$ cat config.mk
export PLATFORM = sky130hd
export DESIGN_NAME = ifs_sequencer
export DESIGN_NICKNAME = d
export VERILOG_FILES = /design/src/rtl/ifs_pkg.sv /design/src/rtl/ifs_alu.sv /design/src/rtl/ifs_sequencer.sv
export SDC_FILE = /design/constraint.sdc
export NUM_CORES = 1
export LEC_CHECK = 0
export ABC_AREA = 1
export BUFFER_PORTS_ARGS = -buffer_cell sky130_fd_sc_hd__buf_2
export CORE_ASPECT_RATIO = 1.2
export CORE_MARGIN = 3
export CORE_UTILIZATION = 65
export CTS_BUF_LIST = sky130_fd_sc_hd__clkbuf_4
export DETAILED_ROUTE_END_ITERATION = 10
export PLACE_DENSITY = 0.84
export REMOVE_ABC_BUFFERS = 1
export SLEW_MARGIN = 30
export SYNTH_ARGS = -nofsm -noshare
export SYNTH_HDL_FRONTEND = slang
export SYNTH_HIERARCHICAL = 1
export SYNTH_SLANG_ARGS = --single-unit
export TNS_END_PERCENT = 20
$ cat constraint.sdc
create_clock -name CLK -period 5.4 [get_ports CLK]
set_input_delay 0 -clock CLK [delete_from_list [all_inputs] [get_ports CLK]]
set_output_delay 0 -clock CLK [all_outputs]
set_load 0.01 [all_outputs]
$ cat src/rtl/ifs_pkg.sv
// Purpose: Shared types and constants of the instruction fetch sequencer.
// Assumes: One system clock; program memory words are 16 bits wide.
// Notes:   Field positions, widths and multi-bit reset values live here; one-bit flags reset in their modules.

// ****************************************************************
// Package
// ****************************************************************
package ifs_pkg;

    localparam int PC_W = 13;
    localparam int DATA_W = 8;
    localparam int STK_DEPTH = 8;
    localparam int SP_W = 3;
    localparam int LVL_W = 4;

    // Reset values and fixed addresses.
    localparam logic [PC_W-1:0] PC_RESET = 13'h0000;
    localparam logic [PC_W-1:0] PC_ONE = 13'h0001;
    localparam logic [PC_W-1:0] INT_VECTOR = 13'h0004;
    localparam logic [DATA_W-1:0] ACC_RESET = 8'h00;
    localparam logic [3:0] PHASE_OH_RESET = 4'h1;
    localparam logic [LVL_W-1:0] LVL_EMPTY = 4'h0;
    localparam logic [LVL_W-1:0] LVL_FULL = 4'h8;
    localparam logic [LVL_W-1:0] LVL_ONE = 4'h1;
    localparam logic [SP_W-1:0] SP_RESET = 3'h0;
    localparam logic [SP_W-1:0] SP_ONE = 3'h1;

    // Phases of one instruction cycle.
    typedef enum logic [1:0] {PH1, PH2, PH3, PH4} ifs_phase_t;

    // Instruction classes held in the top nibble of a word.
    typedef enum logic [3:0] {
        OP_NOP, OP_ALU, OP_SKZ, OP_JUMP, OP_CALL, OP_RETURN, OP_INTRET,
        OP_PCLW, OP_PCLR, OP_BANK, OP_EXT, OP_EI
    } ifs_op_t;

    // Arithmetic unit functions.
    typedef enum logic [3:0] {
        AF_ADD, AF_SUB, AF_AND, AF_OR, AF_XOR, AF_CPL,
        AF_RR, AF_RL, AF_INC, AF_DEC, AF_PASS
    } ifs_alu_t;

    // Instruction word layout: class, function, immediate.
    typedef struct packed {
        logic [3:0] op;
        logic [3:0] func;
        logic [7:0] imm;
    } ifs_word_t;

    // Full fetch address: bank bit above the counter.
    typedef struct packed {
        logic bank;
        logic [PC_W-1:0] pc;
    } ifs_addr_t;

    localparam ifs_word_t WORD_NOP = 16'h0000;

    // True for classes that load a new counter value.
    function automatic logic ifs_loads_pc(input ifs_op_t op);
        return op == OP_JUMP || op == OP_CALL || op == OP_RETURN ||
               op == OP_INTRET || op == OP_PCLW;
    endfunction

endpackage

$ cat src/rtl/ifs_alu.sv
// Purpose: Eight-bit arithmetic and logic unit of the sequencer.
// Assumes: Purely combinational; the caller registers the result.
// Notes:   Zero output drives the skip decision.

`timescale 1ns/1ns
`default_nettype none

// ****************************************************************
// Arithmetic unit
// ****************************************************************
module ifs_alu
    import ifs_pkg::*;
(
    // Operands and function
    input wire logic [DATA_W-1:0] a,
    input wire logic [DATA_W-1:0] b,
    input wire logic [3:0] func,
    // Result
    output logic [DATA_W-1:0] result,
    output logic zero
);

    // One eight-bit datapath serves every arithmetic unit function.
    always_comb begin
        case (ifs_alu_t'(func))
            AF_ADD: result = a + b;
            AF_SUB: result = a - b;
            AF_AND: result = a & b;
            AF_OR: result = a | b;
            AF_XOR: result = a ^ b;
            AF_CPL: result = ~a;
            AF_RR: result = {a[0], a[DATA_W-1:1]};
            AF_RL: result = {a[DATA_W-2:0], a[DATA_W-1]};
            AF_INC: result = a + 8'h01;
            AF_DEC: result = a - 8'h01;
            AF_PASS: result = b;
            default: result = a;
        endcase
    end

    // Branch decision flag.
    assign zero = (result == 8'h00);

endmodule // ifs_alu

`default_nettype wire

$ cat src/rtl/ifs_sequencer.sv
// Purpose: Four-phase instruction fetch and execute sequencer.
// Assumes: Program memory answers a fetch within three clocks.
// Notes:   Fetch of the next word overlaps execution of this one.

`timescale 1ns/1ns
`default_nettype none

module ifs_sequencer
    import ifs_pkg::*;
(
    // Clock and reset
    input wire logic CLK,
    input wire logic RESET,
    // Program memory fetch port
    output ifs_addr_t FETCH_ADDR,
    output logic FETCH_REQ,
    input wire ifs_word_t FETCH_DATA,
    // Interrupt request and acknowledge
    input wire logic IRQ_REQ,
    output logic IRQ_ACK,
    output logic IRQ_PENDING,
    // Observation of state
    output logic [3:0] PHASE,
    output logic [DATA_W-1:0] ACC,
    output logic [DATA_W-1:0] PC_LOW,
    output logic STACK_FULL
);

    // ************************************************************
    // Declarations
    // ************************************************************
    ifs_phase_t phase_r;
    logic [3:0] phase_oh_r;
    ifs_addr_t pc_r;
    ifs_addr_t ir_pc_r;
    ifs_word_t ir_r;
    ifs_op_t op_r;
    logic code_bank_select_bit_r;
    logic [DATA_W-1:0] acc_r;
    logic [DATA_W-1:0] acc_nxt;
    logic [DATA_W-1:0] alu_res;
    logic alu_zero;
    logic [DATA_W-1:0] alu_res_r;
    logic alu_zero_r;
    logic ext_r;
    logic fetch_req_r;
    logic irq_ack_r;
    logic pend_r;
    logic emi_r;
    ifs_addr_t stk [STK_DEPTH];
    logic [SP_W-1:0] sp_r;
    logic [LVL_W-1:0] lvl_r;
    ifs_addr_t stk_top;
    logic cycle_end;
    logic redirect;
    logic flush;
    logic stall;
    logic push;
    logic pop;
    logic ack;
    logic acc_we;
    logic emi_set;
    ifs_addr_t target;
    ifs_addr_t push_val;
    ifs_addr_t launch;

    // ************************************************************
    // Phase generator
    // ************************************************************

    // Four phases rotate; the one-hot copy never has two bits set.
    always_ff @(posedge CLK) begin
        if (RESET) begin
            phase_r <= PH1;
            phase_oh_r <= PHASE_OH_RESET;
        end else begin
            case (phase_r)
                PH1: phase_r <= PH2;
                PH2: phase_r <= PH3;
                PH3: phase_r <= PH4;
                PH4: phase_r <= PH1;
                default: phase_r <= PH1;
            endcase
            phase_oh_r <= {phase_oh_r[2:0], phase_oh_r[3]};
        end
    end

    assign cycle_end = (phase_r == PH4);

    // ************************************************************
    // Decode and execute
    // ************************************************************

    // Decode at the end of phase two, compute at the end of phase three.
    always_ff @(posedge CLK) begin
        if (RESET) begin
            op_r <= OP_NOP;
            alu_res_r <= ACC_RESET;
            alu_zero_r <= 1'b0;
        end else begin
            if (phase_r == PH2) begin
                op_r <= ifs_op_t'(ir_r.op);
            end
            if (phase_r == PH3) begin
                alu_res_r <= alu_res;
                alu_zero_r <= alu_zero;
            end
        end
    end

    // Accumulator and immediate feed the arithmetic unit.
    ifs_alu u_alu (
        .a(acc_r),
        .b(ir_r.imm),
        .func(ir_r.func),
        .result(alu_res),
        .zero(alu_zero)
    );

    assign stk_top = stk[sp_r - SP_ONE];
    assign launch = redirect ? target : {pc_r.bank, pc_r.pc + PC_ONE};

    // Sequencing decisions taken in phase four of the current cycle.
    always_comb begin
        redirect = 1'b0;
        flush = 1'b0;
        stall = 1'b0;
        push = 1'b0;
        pop = 1'b0;
        ack = 1'b0;
        acc_we = 1'b0;
        emi_set = 1'b0;
        acc_nxt = alu_res_r;
        target = {code_bank_select_bit_r, ir_pc_r.pc[PC_W-1], ir_r.func,
                  ir_r.imm};
        push_val = {ir_pc_r.bank, ir_pc_r.pc + PC_ONE};
        case (op_r)
            OP_ALU: acc_we = 1'b1;
            OP_SKZ: begin
                acc_we = 1'b1;
                flush = alu_zero_r;
            end
            OP_CALL: push = 1'b1;
            OP_RETURN: begin
                pop = 1'b1;
                target = stk_top;
            end
            OP_INTRET: begin
                pop = 1'b1;
                emi_set = 1'b1;
                target = stk_top;
            end
            OP_PCLW: target = {ir_pc_r.bank, ir_pc_r.pc[PC_W-1:DATA_W],
                               acc_r};
            OP_PCLR: begin
                acc_we = 1'b1;
                acc_nxt = ir_pc_r.pc[DATA_W-1:0];
            end
            OP_EXT: begin
                stall = !ext_r;
                acc_we = ext_r;
            end
            OP_EI: emi_set = 1'b1;
            default: acc_we = 1'b0;
        endcase
        redirect = ifs_loads_pc(op_r);
        // Interrupt takes the slot of the prefetched word when room exists.
        if (pend_r && emi_r && !redirect && !flush && !stall &&
            lvl_r != LVL_FULL) begin
            ack = 1'b1;
            redirect = 1'b1;
            push = 1'b1;
            push_val = pc_r;
            target = {pc_r.bank, INT_VECTOR};
        end
    end

    // ************************************************************
    // Program counter and fetch
    // ************************************************************

    // A new fetch launches so that it stands through phase one.
    always_ff @(posedge CLK) begin
        if (RESET) begin
            pc_r <= {1'b0, PC_RESET};
            ir_pc_r <= {1'b0, PC_RESET};
            ir_r <= WORD_NOP;
            fetch_req_r <= 1'b1;
            ext_r <= 1'b0;
        end else begin
            fetch_req_r <= cycle_end && !stall;
            if (cycle_end) begin
                ext_r <= stall;
                if (!stall) begin
                    pc_r <= launch;
                    ir_pc_r <= pc_r;
                    // Branches and met skips replace the prefetch by a dummy.
                    ir_r <= (redirect || flush) ? WORD_NOP
                                                : FETCH_DATA;
                end
            end
        end
    end

    // Bank bit and accumulator writeback.
    always_ff @(posedge CLK) begin
        if (RESET) begin
            code_bank_select_bit_r <= 1'b0;
            acc_r <= ACC_RESET;
        end else if (cycle_end) begin
            if (op_r == OP_BANK) begin
                code_bank_select_bit_r <= ir_r.imm[0];
            end
            if (acc_we) begin
                acc_r <= acc_nxt;
            end
        end
    end

    // ************************************************************
    // Return stack and interrupt
    // ************************************************************

    // Circular stack; a push when full overwrites the oldest entry.
    always_ff @(posedge CLK) begin
        if (RESET) begin
            sp_r <= SP_RESET;
            lvl_r <= LVL_EMPTY;
        end else if (cycle_end && push) begin
            stk[sp_r] <= push_val;
            sp_r <= sp_r + SP_ONE;
            if (lvl_r != LVL_FULL) begin
                lvl_r <= lvl_r + LVL_ONE;
            end
        end else if (cycle_end && pop) begin
            sp_r <= sp_r - SP_ONE;
            if (lvl_r != LVL_EMPTY) begin
                lvl_r <= lvl_r - LVL_ONE;
            end
        end
    end

    // Request flag: a new request wins over the clearing acknowledge.
    always_ff @(posedge CLK) begin
        if (RESET) begin
            pend_r <= 1'b0;
            emi_r <= 1'b0;
            irq_ack_r <= 1'b0;
        end else begin
            pend_r <= IRQ_REQ || (pend_r && !(cycle_end && ack));
            irq_ack_r <= cycle_end && ack;
            if (cycle_end && ack) begin
                emi_r <= 1'b0;
            end else if (cycle_end && emi_set) begin
                emi_r <= 1'b1;
            end
        end
    end

    // ************************************************************
    // Outputs
    // ************************************************************
    assign FETCH_ADDR = pc_r;
    assign FETCH_REQ = fetch_req_r;
    assign IRQ_ACK = irq_ack_r;
    assign IRQ_PENDING = pend_r;
    assign PHASE = phase_oh_r;
    assign ACC = acc_r;
    assign PC_LOW = pc_r.pc[DATA_W-1:0];
    assign STACK_FULL = (lvl_r == LVL_FULL);

    // ************************************************************
    // Checks
    // ************************************************************
    phase_onehot_a: assert property (
        @(posedge CLK) disable iff (RESET) $onehot(PHASE))
        else $error("phase outputs not one-hot");

    phase_walk_a: assert property (
        @(posedge CLK) disable iff (RESET)
        phase_r == PH1 |=> phase_r == PH2 ##1 phase_r == PH3
        ##1 phase_r == PH4 ##1 phase_r == PH1)
        else $error("phase sequence broken");

    fetch_phase_a: assert property (
        @(posedge CLK) disable iff (RESET)
        FETCH_REQ |-> phase_r == PH1 && PHASE == PHASE_OH_RESET)
        else $error("fetch outside phase one");

    pc_step_a: assert property (
        @(posedge CLK) disable iff (RESET)
        cycle_end && !stall && !redirect
        |=> FETCH_ADDR.pc - $past(FETCH_ADDR.pc) == PC_ONE && FETCH_REQ)
        else $error("counter did not advance by one");

    branch_dummy_a: assert property (
        @(posedge CLK) disable iff (RESET)
        cycle_end && redirect |=> (ir_r == WORD_NOP) [*4])
        else $error("no dummy cycle after branch");

    skip_flush_a: assert property (
        @(posedge CLK) disable iff (RESET)
        cycle_end && op_r == OP_SKZ && alu_zero_r && !ext_r
        |=> ir_r == WORD_NOP)
        else $error("skip kept prefetched word");

    pcl_page_a: assert property (
        @(posedge CLK) disable iff (RESET)
        cycle_end && op_r == OP_PCLW
        |=> FETCH_ADDR.pc[PC_W-1:DATA_W] == $past(ir_pc_r.pc[PC_W-1:DATA_W])
        && FETCH_ADDR.pc[DATA_W-1:0] == $past(acc_r))
        else $error("low byte write left page");

    full_no_ack_a: assert property (
        @(posedge CLK) disable iff (RESET)
        cycle_end && lvl_r == LVL_FULL |=> !IRQ_ACK)
        else $error("interrupt acknowledged with full stack");

    call_push_a: assert property (
        @(posedge CLK) disable iff (RESET)
        cycle_end && op_r == OP_CALL && lvl_r != LVL_FULL
        |=> lvl_r == $past(lvl_r) + LVL_ONE)
        else $error("call did not push");

    ext_stall_a: assert property (
        @(posedge CLK) disable iff (RESET)
        cycle_end && op_r == OP_EXT && !ext_r |=> !FETCH_REQ [*4])
        else $error("extended instruction did not hold fetch");

endmodule // ifs_sequencer

`default_nettype wire

# Word level (Yosys, flattened, before mapping)
# Memories as Yosys holds them, arrays and structs flattened.
# Cells that the tools add are included.
# classes
addsub	10
n_eq_ne	27
mux	26
n_bitwise	6
n_reduce_logical	37
# ops
operator	count
one-hot mux 8 bit (11 select lines)	1
== test 4 x 3 -> 1 bit, second input constant	8
== test 4 bit, second input constant	8
one-hot mux 14 bit (2 select lines)	1
adder 13 x 1 -> 13 bit, second input constant	2
two-way mux 13 bit	2
== test 4 x 2 -> 1 bit, second input constant	4
two-way mux 16 bit	1
two-way mux 4 bit	4
two-way mux 14 bit	1
logical AND 1 bit	11
two-way mux 1 bit	11
adder 8 x 1 -> 8 bit, second input constant	1
adder 8 bit	1
AND 8 bit	1
== test 4 x 1 -> 1 bit, second input constant	2
zero test 8 bit	1
two-way mux 8 bit	1
inverter 8 bit	1
bitwise OR 8 bit	1
one-hot mux 2 bit (4 select lines)	1
subtractor 8 x 1 -> 8 bit, second input constant	1
subtractor 8 bit	1
bitwise XOR 8 bit	1
22 further kinds	39
# word_totals
register_bits	84
mem_bits_rw	112
in_bits	19
out_inout_bits	38
word_cells	128
memories	1
# memory_table
name	words	width	rd	rd_clocked_by_memory_dff	wr	line	source
stk	8	14	1	0	1	ifs_sequencer.sv:50	ifs_addr_t stk [STK_DEPTH];

# Logic depth before layout (Yosys ltp)
# depth
ltp_word	15
depth_mapped	21
depth_no_buf	21

# Modules after synthesis
# Netlist, hierarchy kept.
# by_module_without_submodules
module	instances	cells_each	area_per_inst_um2	seq_area_each_um2
ifs_sequencer	1	912	8623.3	5044.8
ifs_alu	1	309	1649.1	0.0

# Worst setup path before layout
# OpenSTA, ideal clock, no wires.
# synth_path
path_kind	flip-flop to flip-flop
start	register op_r[3]
end	memory stk[0][0] (netlist name) (enable)
setup_time_ns	0.403
t_arrival_ns	2.222
required_ns	4.997
slack_ns	2.776
path_stages_with_launch	11
n_path_buf	0
synth_period_minus_slack_ns	2.624
cell_sequence	dfxtp_1 inv_2 nand2_2 o21ai_2 nor2_4 nand3_4 nand2_4 nand2_1 inv_1 nand2_1 nor3_1
# synth_between
elab_chain_cells	15
elab_cells_between_ends	26
classes_between	eq/ne (7); mux (7); reduce/logical (12)
# synth_rtl
element	line	source
start, declared	ifs_sequencer.sv:37	ifs_op_t op_r;
start signal, assigned	ifs_sequencer.sv:102	op_r <= ifs_op_t'(ir_r.op);
== test 4 x 2 -> 1 bit / == test 4 x 3 -> 1 bit (equally long branches)	ifs_pkg.sv:60, ifs_sequencer.sv:137	
logical OR 1 bit (3 in series)	ifs_pkg.sv:60	return op == OP_JUMP || op == OP_CALL || op == OP_RETURN ||
logical OR 1 bit	ifs_pkg.sv:61	op == OP_INTRET || op == OP_PCLW;
zero test 1 bit	ifs_sequencer.sv:168	if (pend_r && emi_r && !redirect && !flush && !stall &&
logical AND 1 bit (4 in series)	ifs_sequencer.sv:168	
two-way mux 1 bit (*)	ifs_sequencer.sv:168	
logical AND 1 bit (*)	ifs_sequencer.sv:229	end else if (cycle_end && push) begin
two-way mux 1 bit (*)	ifs_sequencer.sv:229	
two-way mux 1 bit (*)	ifs_sequencer.sv:226	if (RESET) begin
two-way mux 1 bit (implied by the code) (*)	ifs_sequencer.sv:230	stk[sp_r] <= push_val;
end, declared	ifs_sequencer.sv:50	
# Mark *: on every way between the ends. The rest lies on a longest branch, timed or not.

# Final worst setup path
# layout_path
start	register sp_r[0]
end	register pc_r, in the netlist FETCH_ADDR[1]
# layout_between
elab_chain_cells	5
# layout_rtl
element	line	source
start, declared	ifs_sequencer.sv:51	logic [SP_W-1:0] sp_r;
start signal, assigned	ifs_sequencer.sv:231	sp_r <= sp_r + SP_ONE;
start signal, assigned	ifs_sequencer.sv:236	sp_r <= sp_r - SP_ONE;
subtractor 3 x 1 -> 3 bit	ifs_sequencer.sv:120	assign stk_top = stk[sp_r - SP_ONE];
memory read (8 x 14 bit)	-	
one-hot mux 14 bit (2 select lines)	ifs_sequencer.sv:137	case (op_r)
two-way mux 13 bit	ifs_sequencer.sv:168	
two-way mux 13 bit	ifs_sequencer.sv:121	assign launch = redirect ? target : {pc_r.bank, pc_r.pc + PC_ONE};
end signal, assigned	ifs_sequencer.sv:185	pc_r <= {1'b0, PC_RESET};
end signal, assigned	ifs_sequencer.sv:195	pc_r <= launch;
end, declared	ifs_sequencer.sv:34	ifs_addr_t pc_r;
# No other way between the ends.
# A chain may end at the register's enable or synchronous reset.

==> run metrics <==
status completed; H-tree levels 4; DRT iter0 DRCs 890; gr usage total 30.53%; CP Launch Type flop; largest family of logic cells by synthesized area simple AND/OR/NAND/NOR gates; fmax 275.4 MHz; Mean Syn Cell Area 8.413 um2; synthesized flop and latch total 196; Synth area leader edfxtp_1; Worst Path Class, Setup flop to flop; Total Neg Setup Slack 0 ns; Tcrit/Tclk final 67.23%; Worst Hold Launch FETCH_DATA[14]; most frequent cells in the layout nand2_1, nor2_1, inv_1; slowest cell on the critical path ha_1; Critical Path End Type flop; Min Clock Period, post-route 3.630 ns; Die Ht 143.7 um; clock root buffer clkbuf_4; RR Startpoint sp_r[0]; die width 120.8 um; count of flip-flops with a built-in enable after synthesis 112; DRC 0; ANT nets after route 0; number of global-route vias before repair 8115; Pins Over Slew Limit 0; CTS tree yes; sequential share of the synthesized area 49.11%; Synth Area in Adders 4.336%; setup slack, reg-to-reg 1.77 ns; initial core utilization 67.29%; vias per std cell 5.873; Max Cap Viol 0; total gr overflow 0; CP Cell Sequence buf_4 -> clkinv_1 -> buf_4 -> ha_1 -> buf_4 -> o21ai_0 -> o21ai_0 -> o211ai_1 -> o221ai_1 -> nand2_1 -> a21oi_1; worst-margin pin slew 0.9568 ns; most used routing layer met2; Mapped Area 10270 um2; final total power 3424 uW; Pwr Density 307.7 nW/um2; mux share of post-synthesis cell area 0%; Routed WL 26.29 mm; compound-gate portion of the synthesized area 15.04%; layout cells sized above 1 11.95%; Hold Violations, Final 0; worst hold path depth 4; Detailed Place HPWL 18.89 mm; Worst Hold Endpoint ir_r[14]; top cells by area, synth edfxtp_1, dfxtp_1, nand2_1; Port-buffer cells 56; Post-Synth Simple-Gate Area 20.93%; Placer Congestion 0.9662; top-level port count 57; Syn. warnings 6; met1 GRT Util 37.35%; FF-to-FF path depth 11; Crit path max-delay family buffers and inverters; Most Frequent Cell on Critical Path buf_4; register clock-pin slew on the reported worst setup and hold paths 0.18 ns; CTS max path bufs 2; post-CTS setup repair buffer count 0; core area 15270 um2; skew final 0.02389 ns; commonest non-fill, non-tap cell in the layout nand2_1; Buf/Inv on CP 4; endpoints failing setup 0; nets 1321; Yosys top cell area share 32.74%; unrepaired setup endpoints after global routing no; global-route wire length before repair 41.32 mm; HP Class input port to flop; Inst Count DP 1433; initial antenna violation count 1; GR Util met2 54.19%; DR WL/cell 17.70 um; cell count after synthesis 1221; DRT Pass-1 Iters 6; final non-filler cell total 1485; DR vias 8722; TritonCTS buffer count 17; Synth Flop Type edfxtp_1; async set or reset register ratio after synthesis 0%; static leakage 0.004557 uW; Unique masters post-synth 46; clock sinks 196; worst skew pair latency 0.59 ns; die area 17350 um2; xor and xnor fraction of the mapped netlist area 1.961%; largest net degree at the start of global routing 61; Util after Layout 72.90%; worst path required time 5.92 ns; R2R Path End FETCH_ADDR[1]; crit-path max cell delay 0.86 ns; Row Count 49; Max IR drop VDD 0.2654 mV; worst rel slew slack 35.54%; met3 usage 4.016%; Hold WS 0.1834 ns; CP max FO 60; area delta synth->final 8.343%; critical path arrival 4.15 ns
[logic make-up after synthesis]
group           count (synthesis)
fa+ha+maj                      35
simple gates                  487
xor+xnor                       23
buf+inv                       217
flops                         196
compound gates                263
[what timing repair did]
action	in CTS	in global routing
gates resized for setup	0	0
endpoints found under the setup margin	0	0
hold buffers	19	0
endpoints found under the hold margin	33	0
[how the worst max path moves through the flow]
stage | startpoint | end | slack [ns] | cells past startpoint
after detailed placement | sp_r[0] | FETCH_ADDR[9] | 1.91 | 12
after CTS | sp_r[0] | FETCH_ADDR[1] | 1.86 | 11
after global routing | sp_r[0] | FETCH_ADDR[1] | 1.49 | 11
final | sp_r[0] | FETCH_ADDR[1] | 1.77 | 11
after floorplan | sp_r[0] | FETCH_ADDR[7] | 0.77 | 8
after global placement | sp_r[0] | FETCH_ADDR[7] | 2.05 | 12
[metrics by stage]
stage                     worst slack (ns)  instance area, um2
after floorplan                     0.7678               10000
after global placement               2.053               10610
after detailed placement             1.908               10650
after CTS                            1.863               11120
after global routing                 1.495               11130
final                                1.770               11130
[sequential cells by signal (all words and copies together), names as in the netlist, 2 cells and up]
signal	cells
ir_r	16
lvl_r	4
PHASE	4
ir_pc_r	14
op_r	4
alu_res_r	8
stk	112
ACC	8
sp_r	3
phase_r	2
FETCH_ADDR	14
[cell type report]
class | instances | area [um2]
Sequential cell | 196 | 5045
Multi-Input combinational cell | 808 | 4418
Fill cell | 1159 | 4136
Inverter | 164 | 618.1
Timing Repair Buffer | 80 | 508.0
Tap cell | 204 | 255.2
Clock inverter | 15 | 155.1
Clock buffer | 17 | 127.6
Antenna cell | 1 | 2.502
[worst min-delay path: stages]
cell and delay [ns]:
dlygate4sd3_1 0.53, buf_2 0.12, inv_1 0.04, o21ai_0 0.07
[synthesized netlist by cell type, types with 10 or more instances]
cell type / count
buf_2: 16
o21ai_1: 11
edfxtp_1: 112
dfxtp_1: 84
o221ai_1: 13
o211ai_1: 27
ha_1: 34
nor3_1: 14
nand4_1: 12
a21oi_1: 27
nand2_1: 186
o21ai_0: 130
inv_2: 10
o22ai_1: 30
clkbuf_1: 23
nor2_1: 170
a211oi_1: 14
nand3_1: 62
xor2_1: 21
inv_1: 150
[routing by layer]
layer  part of all wire [%]  vias to the layer above  wire (um)
li1                       -                     4206          -
met1                     39                     4052      10200
met2                     51                      383      13440
met3                    6.1                       81       1595
met4                    4.0                        0       1052
met5                      0                        -          0
[where the power goes]
group / switching [uW] / internal [uW] / total, uW
clock: 548 / 211 / 760
combinational: 626 / 322 / 948
sequential: 88.0 / 1630 / 1720
(Power assumes the default switching activity.)
